**src/shared/adc_seq_consts.vh**
```
// Purpose: constants for the converter sequencer
// Assumes: byte offsets are four times the printed register index
// Notes:   definitions only
`ifndef ADC_SEQ_CONSTS_VH
`define ADC_SEQ_CONSTS_VH
// ***********************************************
// register indices and byte addresses
// ***********************************************
`define IDX_CTRL_A        8'h0e
`define IDX_TIMING        8'h0f
`define IDX_RES_UPPER     8'h20
`define IDX_RES_LOWER     8'h21
`define IDX_STANDBY       8'h30
`define ADDR_CTRL_A       12'h038
`define ADDR_TIMING       12'h03c
`define ADDR_RES_UPPER    12'h080
`define ADDR_RES_LOWER    12'h084
`define ADDR_STANDBY      12'h0c0
// ***********************************************
// field positions and reset values
// ***********************************************
`define CTRL_START_BIT    7
`define CTRL_MODE_HI      6
`define CTRL_MODE_LO      5
`define CTRL_AIN_DIS_BIT  4
`define TIM_LADDER_BIT    5
`define CTRL_A_RESET      8'h10
`define TIMING_RESET      8'h10
`define MODE_DISABLE      2'h0
`define MODE_SINGLE       2'h1
`define MODE_REPEAT       2'h3
// ***********************************************
// conversion times in system clocks
// ***********************************************
`define CONV_T0           11'd39
`define CONV_T2           11'd78
`define CONV_T3           11'd156
`define CONV_T4           11'd312
`define CONV_T5           11'd624
`define CONV_T6           11'd1248
`endif

```
**src/conv_timer.v**
```verilog
// Purpose: counts system clocks of one conversion
// Assumes: load starts a fresh count, abort clears it
// Notes:   reserved codes fall back to the shortest time
`timescale 1ns/1ps
`default_nettype none
`include "adc_seq_consts.vh"
module conv_timer (
  // clock and reset
  input  wire       clock,
  input  wire       rst,
  // control
  input  wire       load,
  input  wire       abort,
  input  wire [2:0] time_sel,
  // status
  output reg        done
);
  reg  [10:0] count;
  reg  [10:0] limit;
  reg         run;

  // duration decode from the time select code
  always @* begin
    case (time_sel)
      3'h2:    limit = `CONV_T2;
      3'h3:    limit = `CONV_T3;
      3'h4:    limit = `CONV_T4;
      3'h5:    limit = `CONV_T5;
      3'h6:    limit = `CONV_T6;
      default: limit = `CONV_T0;
    endcase
  end

  // count from start until the selected time is reached
  always @(posedge clock) begin
    if (rst || abort) begin
      count <= 11'h000;
      run   <= 1'b0;
      done  <= 1'b0;
    end else if (load) begin
      count <= 11'h001;
      run   <= 1'b1;
      done  <= 1'b0;
    end else if (run && count >= limit) begin
      run   <= 1'b0;
      done  <= 1'b1;
    end else begin
      count <= run ? count + 11'h001 : count;
      done  <= 1'b0;
    end
  end
endmodule // conv_timer
`default_nettype wire

```
**src/adc_conversion_sequencer.v**
```verilog
// Purpose: control logic of a 10-bit eight-input successive approximation converter
// Assumes: AXI4-Lite slave, 32-bit data, one clock, synchronous active high reset
// Notes:   the analog core answers sample_data at the end of each conversion
// Summary of operation
// - single-shot mode plus start write converts the selected channel
// - completion stores result, sets done flag, pulses interrupt together
// - start bit clears itself once conversion begins
// - repeat mode plus start write begins continuous conversion
// - repeat mode restarts automatically after each completion
// - writing disable mode stops conversion at once, discards partial value
// - reading the upper result clears the done flag
// - new start clears done flag; old result held until next completion
// - standby entry aborts conversion and resets both control registers
// - standby entry clears previous results
// - no automatic resume after standby; software restarts
// - ladder is disconnected while in standby
// - each result is 10 bits wide
// - busy set at start, cleared at finish or standby entry
// - time select picks 39 to 1248 clocks; 001 and 111 reserved
//
// Register access over AXI4-Lite and the register offsets were chosen for this implementation.
`timescale 1ns/1ps
`default_nettype none
`include "adc_seq_consts.vh"
module adc_conversion_sequencer #(
  parameter RES_W = 10
) (
  // clock and reset
  input  wire              clock,
  input  wire              rst,
  // axi4-lite write address
  input  wire [11:0]       s_axi_awaddr,
  input  wire              s_axi_awvalid,
  output reg               s_axi_awready,
  // axi4-lite write data
  input  wire [31:0]       s_axi_wdata,
  input  wire [3:0]        s_axi_wstrb,
  input  wire              s_axi_wvalid,
  output reg               s_axi_wready,
  // axi4-lite write response
  output reg  [1:0]        s_axi_bresp,
  output reg               s_axi_bvalid,
  input  wire              s_axi_bready,
  // axi4-lite read address
  input  wire [11:0]       s_axi_araddr,
  input  wire              s_axi_arvalid,
  output reg               s_axi_arready,
  // axi4-lite read data
  output reg  [31:0]       s_axi_rdata,
  output reg  [1:0]        s_axi_rresp,
  output reg               s_axi_rvalid,
  input  wire              s_axi_rready,
  // power manager
  input  wire              standby_req,
  // analog core
  input  wire [RES_W-1:0]  sample_data,
  output reg  [2:0]        analog_input_pins,
  output reg               analog_input_disable,
  output reg               ladder_connect,
  output reg               sample_enable,
  // event
  output reg               conversion_done_irq
);
  // ***********************************************
  // register state
  // ***********************************************
  reg  [1:0]       operating_mode_field;
  reg  [3:0]       channel_select_field;
  reg              ain_disable;
  reg              ladder_always_connected;
  reg  [2:0]       time_select;
  reg              conversion_done_flag;
  reg              conversion_busy_flag;
  reg  [RES_W-1:0] result;
  reg              in_standby;
  reg  [1:0]       standby_sync;

  // write channel latches
  reg  [11:0]      wr_addr;
  reg              have_aw;
  reg  [31:0]      wr_data;
  reg  [3:0]       wr_strb;
  reg              have_w;

  wire             conv_done;
  wire             do_write = have_aw && have_w && !s_axi_bvalid;
  wire             wr_ctrl  = do_write && wr_addr == `ADDR_CTRL_A && wr_strb[0];
  wire             wr_tim   = do_write && wr_addr == `ADDR_TIMING && wr_strb[0];
  wire             wr_stby  = do_write && wr_addr == `ADDR_STANDBY && wr_strb[0];
  wire             rd_take  = s_axi_arvalid && s_axi_arready;
  wire             rd_upper = rd_take && s_axi_araddr == `ADDR_RES_UPPER;
  wire [1:0]       new_mode = wr_data[`CTRL_MODE_HI:`CTRL_MODE_LO];
  wire             standby_now = standby_sync[1] || (wr_stby && wr_data[0]);

  // start on write of one while single-shot or repeat is selected
  wire             mode_ok  = new_mode == `MODE_SINGLE || new_mode == `MODE_REPEAT;
  wire             start_sw = wr_ctrl && wr_data[`CTRL_START_BIT] && mode_ok && !in_standby;
  wire             stop_sw  = wr_ctrl && new_mode == `MODE_DISABLE;
  wire             restart  = conv_done && operating_mode_field == `MODE_REPEAT && !stop_sw;
  wire             start    = (start_sw || restart) && !standby_now;
  wire             abort    = stop_sw || standby_now;

  // ***********************************************
  // conversion timer
  // ***********************************************
  conv_timer u_timer (
    .clock    (clock),
    .rst      (rst),
    .load     (start),
    .abort    (abort),
    .time_sel (time_select),
    .done     (conv_done)
  );

  // ***********************************************
  // standby request synchroniser
  // ***********************************************
  // external power manager is asynchronous to this domain
  always @(posedge clock) begin
    if (rst) begin
      standby_sync <= 2'h0;
    end else begin
      standby_sync <= {standby_sync[0], standby_req};
    end
  end

  // ***********************************************
  // axi write channels
  // ***********************************************
  // address and data accepted in either order, one write in flight
  always @(posedge clock) begin
    if (rst) begin
      have_aw       <= 1'b0;
      have_w        <= 1'b0;
      wr_addr       <= 12'h000;
      wr_data       <= 32'h0000_0000;
      wr_strb       <= 4'h0;
      s_axi_awready <= 1'b0;
      s_axi_wready  <= 1'b0;
      s_axi_bvalid  <= 1'b0;
      s_axi_bresp   <= 2'h0;
    end else begin
      s_axi_awready <= !have_aw && !s_axi_awready && !s_axi_bvalid;
      s_axi_wready  <= !have_w && !s_axi_wready && !s_axi_bvalid;
      if (s_axi_awvalid && s_axi_awready) begin
        have_aw <= 1'b1;
        wr_addr <= s_axi_awaddr;
      end
      if (s_axi_wvalid && s_axi_wready) begin
        have_w  <= 1'b1;
        wr_data <= s_axi_wdata;
        wr_strb <= s_axi_wstrb;
      end
      if (do_write) begin
        have_aw      <= 1'b0;
        have_w       <= 1'b0;
        s_axi_bvalid <= 1'b1;
        // unmapped or read-only addresses answer slverr
        s_axi_bresp  <= (wr_addr == `ADDR_CTRL_A || wr_addr == `ADDR_TIMING ||
                         wr_addr == `ADDR_STANDBY) ? 2'h0 : 2'h2;
      end else if (s_axi_bvalid && s_axi_bready) begin
        s_axi_bvalid <= 1'b0;
      end
    end
  end

  // ***********************************************
  // axi read channels
  // ***********************************************
  // one read at a time, data one cycle after the address is taken
  always @(posedge clock) begin
    if (rst) begin
      s_axi_arready <= 1'b0;
      s_axi_rvalid  <= 1'b0;
      s_axi_rdata   <= 32'h0000_0000;
      s_axi_rresp   <= 2'h0;
    end else begin
      s_axi_arready <= !s_axi_arready && !s_axi_rvalid && !rd_take;
      if (rd_take) begin
        s_axi_rvalid <= 1'b1;
        s_axi_rresp  <= 2'h0;
        case (s_axi_araddr)
          `ADDR_CTRL_A:    s_axi_rdata <= {24'h0, 1'b0, operating_mode_field, ain_disable, channel_select_field};
          `ADDR_TIMING:    s_axi_rdata <= {24'h0, 2'h0, ladder_always_connected, 1'b1, time_select, 1'b0};
          `ADDR_RES_UPPER: s_axi_rdata <= {24'h0, result[RES_W-1:2]};
          `ADDR_RES_LOWER: s_axi_rdata <= {24'h0, result[1:0], conversion_done_flag, conversion_busy_flag, 4'h0};
          `ADDR_STANDBY:   s_axi_rdata <= {31'h0, in_standby};
          default: begin
            s_axi_rdata <= 32'h0000_0000;
            s_axi_rresp <= 2'h2;
          end
        endcase
      end else if (s_axi_rvalid && s_axi_rready) begin
        s_axi_rvalid <= 1'b0;
      end
    end
  end

  // ***********************************************
  // control registers and standby
  // ***********************************************
  // standby forces both control registers to reset and blocks writes
  always @(posedge clock) begin
    if (rst || standby_now) begin
      operating_mode_field    <= `MODE_DISABLE;
      channel_select_field    <= 4'h0;
      ain_disable             <= 1'b1;
      ladder_always_connected <= 1'b0;
      time_select             <= 3'h0;
      in_standby              <= !rst;
    end else begin
      if (wr_stby) begin
        in_standby <= 1'b0;
      end
      if (wr_ctrl && !in_standby) begin
        operating_mode_field <= new_mode;
        ain_disable          <= wr_data[`CTRL_AIN_DIS_BIT];
        channel_select_field <= wr_data[3:0];
      end
      if (wr_tim && !in_standby) begin
        ladder_always_connected <= wr_data[`TIM_LADDER_BIT];
        time_select             <= wr_data[3:1];
      end
    end
  end

  // ***********************************************
  // conversion status and result
  // ***********************************************
  // set on completion wins over clear by a result read
  always @(posedge clock) begin
    if (rst || standby_now) begin
      conversion_busy_flag <= 1'b0;
      conversion_done_flag <= 1'b0;
      result               <= {RES_W{1'b0}};
      conversion_done_irq  <= 1'b0;
      sample_enable        <= 1'b0;
    end else begin
      conversion_done_irq <= conv_done && !abort;
      if (conv_done && !abort) begin
        result               <= sample_data;
        conversion_done_flag <= 1'b1;
      end else if (start || rd_upper) begin
        conversion_done_flag <= 1'b0;
      end
      if (start) begin
        conversion_busy_flag <= 1'b1;
        sample_enable        <= 1'b1;
      end else if (conv_done || abort) begin
        conversion_busy_flag <= 1'b0;
        sample_enable        <= 1'b0;
      end
    end
  end

  // ***********************************************
  // analog side controls
  // ***********************************************
  // ladder connects only while converting unless held always on
  always @(posedge clock) begin
    if (rst) begin
      analog_input_pins    <= 3'h0;
      analog_input_disable <= 1'b1;
      ladder_connect       <= 1'b0;
    end else begin
      analog_input_pins    <= channel_select_field[2:0];
      analog_input_disable <= ain_disable || channel_select_field[3];
      ladder_connect       <= !standby_now && !in_standby &&
                              (ladder_always_connected || conversion_busy_flag || start);
    end
  end
endmodule // adc_conversion_sequencer
`default_nettype wire

```
**config.mk**
```make
export PLATFORM = sky130hd
export DESIGN_NAME = adc_conversion_sequencer
export DESIGN_NICKNAME = d
export VERILOG_FILES = /design/src/conv_timer.v /design/src/adc_conversion_sequencer.v
export VERILOG_INCLUDE_DIRS = /design/src /design/src/shared
export SDC_FILE = /design/constraint.sdc
export NUM_CORES = 1
export LEC_CHECK = 0
export BUFFER_PORTS_ARGS = -buffer_cell sky130_fd_sc_hd__buf_2
export CAP_MARGIN = 20
export CORE_ASPECT_RATIO = 0.7
export CORE_MARGIN = 4
export CORE_UTILIZATION = 50
export CTS_CLUSTER_DIAMETER = 30
export DETAILED_ROUTE_END_ITERATION = 7
export MAX_ROUTING_LAYER = met4
export PLACE_DENSITY = 0.79
export SYNTH_ARGS = -nofsm -noshare
export SYNTH_HDL_FRONTEND = slang
export SYNTH_SLANG_ARGS = --single-unit
```
**constraint.sdc**
```tcl
create_clock -name clock -period 4.97 [get_ports clock]
set_input_delay 0.497 -clock clock [delete_from_list [all_inputs] [get_ports clock]]
set_output_delay 0.497 -clock clock [all_outputs]
set_load 0.02 [all_outputs]
```
* Word-level counts from Yosys, hierarchy flattened
Index checks and enable logic that the tools add are counted.
** Storage, ports and cells
- Output and inout port bits :: 48
- Logic and storage cells :: 144
- Flip-flop bits (word level) :: 109
- Input port bits :: 78
** Cells by class
- Equality and inequality tests :: 17
- Add/sub/neg operators :: 1
- Order comparisons :: 1
- Bitwise operators :: 1
- Reduce and logical (&&, ||, !) cells :: 73
- Multiplexer cells :: 20
** Operators with widths (number)
- 11-bit case mux with 5 select lines :: 1
- 12-bit by 6-bit equality test with 1-bit output (second input constant) :: 4
- 12-bit by 8-bit equality test with 1-bit output (second input constant) :: 4
- 8-bit case mux with 5 select lines :: 1
- 1-bit logical AND :: 34
- 1-bit two-way mux :: 16
- 2-bit nonzero test :: 7
- 1-bit logical NOT :: 13
- 1-bit logical OR :: 13
- 11-bit by 1-bit adder with 11-bit output (second input constant) :: 1
- 11-bit greater-or-equal comparator :: 1
- 3-bit equality test (second input constant) :: 3
- 3-bit by 2-bit equality test with 1-bit output (second input constant) :: 2
- 5-bit OR reduction :: 1
- 2-bit equality test (second input constant) :: 2
- 2-bit two-way mux :: 2
- 2-bit AND reduction :: 2
- 2-bit OR reduction :: 2
- 2-bit by 1-bit equality test with 1-bit output (second input constant) :: 1
- 2-bit logical NOT :: 1
- 2-bit inequality test (second input constant) :: 1
- 1-bit inverter :: 1

* Longest topological paths before layout
- Depth after elaboration :: 12
- Mapped depth :: 10
- Gate-level depth less buffers :: 9

* Hierarchy
From an unflattened synthesis, not the netlist that was laid out.
** Unflattened totals
- Cell total of the unflattened synthesis :: 459
- Area total of the unflattened synthesis :: 3943.8 µm²
** By module, submodules not included
- adc_conversion_sequencer :: area each 2946.6 µm², sequential area each 1411.4 µm², instances 1, cells each 342
- conv_timer :: area each 997.2 µm², sequential area each 260.2 µm², instances 1, cells each 117

* Worst setup path after synthesis
OpenSTA, ideal clock, no wires.
- Path kind :: flip-flop to flip-flop
- From :: register time_select[0]
- To :: register u_timer.count[5]
- Data arrival time :: 2431 ps
- Cell stages (with the launch flop) :: 11
- Path buffers :: 1
- Path slack :: 2469 ps
- Library setup time :: 70 ps
- Data required time :: 4900 ps
- Period minus slack after synthesis :: 2501 ps
- Cells stage by stage :: dfxtp_1 -> clkbuf_1 -> a21boi_0 -> a21o_1 -> ha_1 -> nand3b_1 -> a21oi_1 -> o21bai_1 -> nand3_1 -> or3_1 -> a21oi_1
** Between the ends
- Word-level cells in the longest chain between the ends :: 6
- Elaborated cells on any way between the ends :: 10
- Classes of those cells :: order compare (1); eq/ne (5); mux (1); bitwise (1); reduce/logical (2)
** Ends and longest elaborated chain
- start: declaration :: RTL line adc_conversion_sequencer.v:71 : reg [2:0] time_select;
- start signal: assignment :: RTL line adc_conversion_sequencer.v:222 : time_select <= wr_data[3:1];
- 3-bit equality test / 3-bit by 2-bit equality test with 1-bit output (equally long branches) :: RTL line conv_timer.v:24 : case (time_sel)
- 11-bit case mux with 5 select lines * :: RTL line conv_timer.v:24
- 11-bit greater-or-equal comparator * :: RTL line conv_timer.v:44 : end else if (run && count >= limit) begin
- 1-bit logical AND * :: RTL line conv_timer.v:44
- 1-bit inverter (no line) *
- 2-bit AND reduction (no line) *
- end signal: assignment :: RTL line conv_timer.v:48 : count <= run ? count + 11'h001 : count;
- end: declaration :: RTL line conv_timer.v:18 : reg [10:0] count;
Mark *: on every way between the ends. The rest lies on a longest branch, timed or not.
A chain may end at the register's enable or synchronous reset.

* Worst setup path in the final report
- From :: register time_select[2]
- To :: register u_timer.count[5]
Same word-level chain as after synthesis.

==> results.cfg <==
[drt]
avgViaCountPerCell = 5.22
drt_wl_total_mm = 8.68
wl_per_cell_microns = 14.3
dr.pass1.iters = 5
drc = 0
vias = 3178
drt_first_iter_violations = 190
drtAntennaViolNets = 0

[synthesis]
ys_top_cells_by_area = dfxtp_1 42%, mux2i_1 6.2%, a21oi_1 5.7%, nand2_1 5.6%, buf_4 5.2%
ys_types = 54
yosys.area.top_type = dfxtp_1
synth_top_area_frac = 0.424
synth_mux_area_frac = 0.0650
ys_warn_count = 0
synth_edf_count = 1
syn_area_per_cell_sq_um = 8.81
syn_area_sq_um = 3870
synth_top_flop_cell = dfxtp_1
synth_top_family_by_area = simple AND/OR/NAND/NOR gates
synth-compound-area-share = 0.121
yosys.area_share.adder = 0.0388
yosys.area_share.simple = 0.253
netlist_instances = 439
synthXorXnorAreaFrac = 0.0181
async_reset_ff_frac = 0
yosysSeqAreaShare = 0.432
ys_seq_elements = 83

[place]
port_buffers = 72
dpl_cell_area_sq_um = 4200
dp.final_hpwl_mm = 6.52
gp_congestion = 0.883

[clock_network]
path_clk_slew_ps = 90
cts_tree = built
cts_resized = 0
clkLatencyLatePin_ps = 350
clockBufferDepth = 2
numCtsBuffers = 9
cts_hold_buffers = 0
cts.htree.levels = 3
clockRootBuffer = clkbuf_8
cts.sinks = 83
cts_setup_buffers = 0

[sta]
hold_viol = 0
post-route-period-util = 0.609
rsz0062_at_grt = no
finalSetupTns_ps = 0
finalClockSkew_ps = 11.1
slew_violations = 0
min_period_ps = 3020
setup_viol = 0
worst_slew_pin_slew_ps = 782
max_freq_mhz = 331
slew_headroom = 0.479

[floorplanning]
fp.dieH_microns = 81.6
num_rows = 26
die_x_microns = 113
io_pins = 126
die_area_sq_um = 9230
initial_utilization = 0.521
core_area_sq_um = 7420

[power_and_ir_drop]
intPower_uw = 945
cellPowerDensity_nw_per_um2 = 287
leakage_nw = 1.82
clkPwrFrac = 0.366
p_seq_frac = 0.553
p_sw_uw = 311
p_sw_frac = 0.248
total_power_mw = 1.26
power.share.combinational = 0.081
ir_drop_mv = 0.145

[worst_setup_path]
cp_top_family = simple AND/OR/NAND/NOR gates
path_cells = nor2b_1 -> a21oi_1 -> ha_1 -> a21oi_1 -> o21ai_0 -> o21bai_1 -> nand3_1 -> or3_1 -> a21oi_1
path_buf_inv = 0
slowest_delay_ps = 550
endpoint_kind = flip-flop
crit_path_start_kind = flip-flop
cp_common_cell = a21oi_1
crit_type = reg2reg
crit_path_max_fanout = 8
cp_data_required_time_ps = 5240
crit_slowest_cell = o21bai_1
worstPathArrival_ps = 3290

[final_layout]
finalInstanceArea_sq_um = 4380
layout.nets = 597
drive_gt1_frac = 0.204
diodes = 0
area_delta_synth_final_pct = 13.2

[global_routing]
antenna_found_initial = 0
overflow = 0
grt_pass1_wl_mm = 14.2
grt_max_degree = 46
grt_pass1_vias = 2986
grt_use_total = 0.198

[flow_run]
maxCapViolCount = 0

[hold_path]
worst_hold_path_type = in2reg

[status]
status = finished, final reports clean
-- final timing paths --
check | startpoint | to | slack (ps) | cells past startpoint
min reg2reg | wr_addr[11]$_SDFFE_PP0P_ | wr_addr[11]$_SDFFE_PP0P_ | 460 | 2
max | time_select[2]$_SDFFE_PP0P_ | u_timer.count[5]$_SDFFE_PP0P_ | 1950 | 9
max reg2reg | time_select[2]$_SDFFE_PP0P_ | u_timer.count[5]$_SDFFE_PP0P_ | 1950 | 9
min | standby_req | standby_sync[0]$_SDFF_PP0_ | 370 | 2
-- stage by stage --
stage	hold WS, ps	utilization	std cells	setup slack (ps)
after floorplan	414	-	464	2470
after global placement	435	0.566	594	2160
after detailed placement	445	0.566	594	2020
after CTS	360	0.590	609	1990
after global routing	367	0.590	609	1740
final	366	0.590	609	1950
-- layer usage --
| layer | part of all wire | global-route usage |
|---|---|---|
| met4 | 0.0040 | 0.0468 |
| met1 | 0.47 | 0.262 |
| met5 | 0 | - |
| met2 | 0.44 | 0.304 |
| met3 | 0.085 | 0.0538 |
-- kinds of logic after synthesis --
logic type / Yosys count
AO/OA/AOI/OAI: 78
XOR/XNOR: 8
adder cells (fa/ha/maj): 12
buffers and inverters: 45
flip-flops: 83
multiplexers: 25
other: 1
AND/OR/NAND/NOR: 187
-- cell usage after synthesis (2+ instances only) --
cell and number:
mux2i_1 24, a211oi_1 2, nand2b_1 3, nor3_1 7, a21oi_1 44, o21ai_0 6
ha_1 12, nor4_4 2, and3_1 4, o21ai_1 4, o21a_1 2, or2_4 2
nor4_2 2, or3_1 6, xor2_1 7, nor4_1 3, inv_1 4, nand2_1 58
and2_1 4, a22oi_1 8, nor2b_1 9, clkbuf_1 13, nand3b_1 3, nand3_1 9
o2bb2ai_1 2, dfxtp_1 82, nor3_2 2, a211oi_2 2, nand4_1 10, buf_4 27
a21o_1 2, nor2_1 52
-- power groups by stage --
stage	combinational [mW]	sequential [mW]	clock, mW
floorplan	0.0777	0.711	0
global placement	0.0976	0.709	0
detailed placement	0.100	0.710	0
CTS	0.101	0.694	0.474
global route	0.112	0.697	0.507
finish	0.101	0.695	0.460
-- layout make-up --
class / count / area (sq um)
Clock buffer: 11 / 131
Clock inverter: 4 / 51.3
Fill cell: 659 / 3040
Inverter: 4 / 15.0
Multi-Input combinational cell: 336 / 2020
Sequential cell: 83 / 1670
Tap cell: 98 / 123
Timing Repair Buffer: 73 / 368
-- placed cells by master (no fill, tap or decap), types with 2 or more instances in the layout --
cell type and instances:
nand3b_1 3, a211oi_1 2, clkbuf_8 9, conb_1 26
nand3_1 9, nand2_1 58, a211oi_2 2, dfxtp_1 82
nor4_2 2, nand2b_1 3, or3_1 6, mux2i_1 24
clkbuf_1 2, nor2_1 52, and2_1 4, nor4_4 2
a21oi_1 44, inv_1 4, o2bb2ai_1 2, o21ai_1 4
xor2_1 7, nor3_2 2, a21o_1 2, a22oi_1 8
and3_1 4, clkinvlp_4 2, o21a_1 2, buf_2 72
nor4_1 3, or2_4 2, o21ai_0 6, ha_1 12
nand4_1 10, nor2b_1 9, nor3_1 7
-- sequential cells by signal (all words and copies together), names as in the netlist, 2 cells and up --
| signal | count |
|---|---|
| standby_sync | 2 |
| analog_input_pins | 3 |
| u_timer.count | 11 |
| result | 10 |
| s_axi_rdata | 8 |
| wr_addr | 12 |
| time_select | 3 |
| wr_data | 8 |
| operating_mode_field | 2 |
| channel_select_field | 4 |
-- worst register-to-register path, stage by stage, from the launching register on --
cell      delay [ps]
dfxtp_1          450
nor2b_1          330
a21oi_1          130
ha_1             320
a21oi_1          150
o21ai_0          120
o21bai_1         550
nand3_1          340
or3_1            420
a21oi_1          140
(Power assumes the default switching activity.)
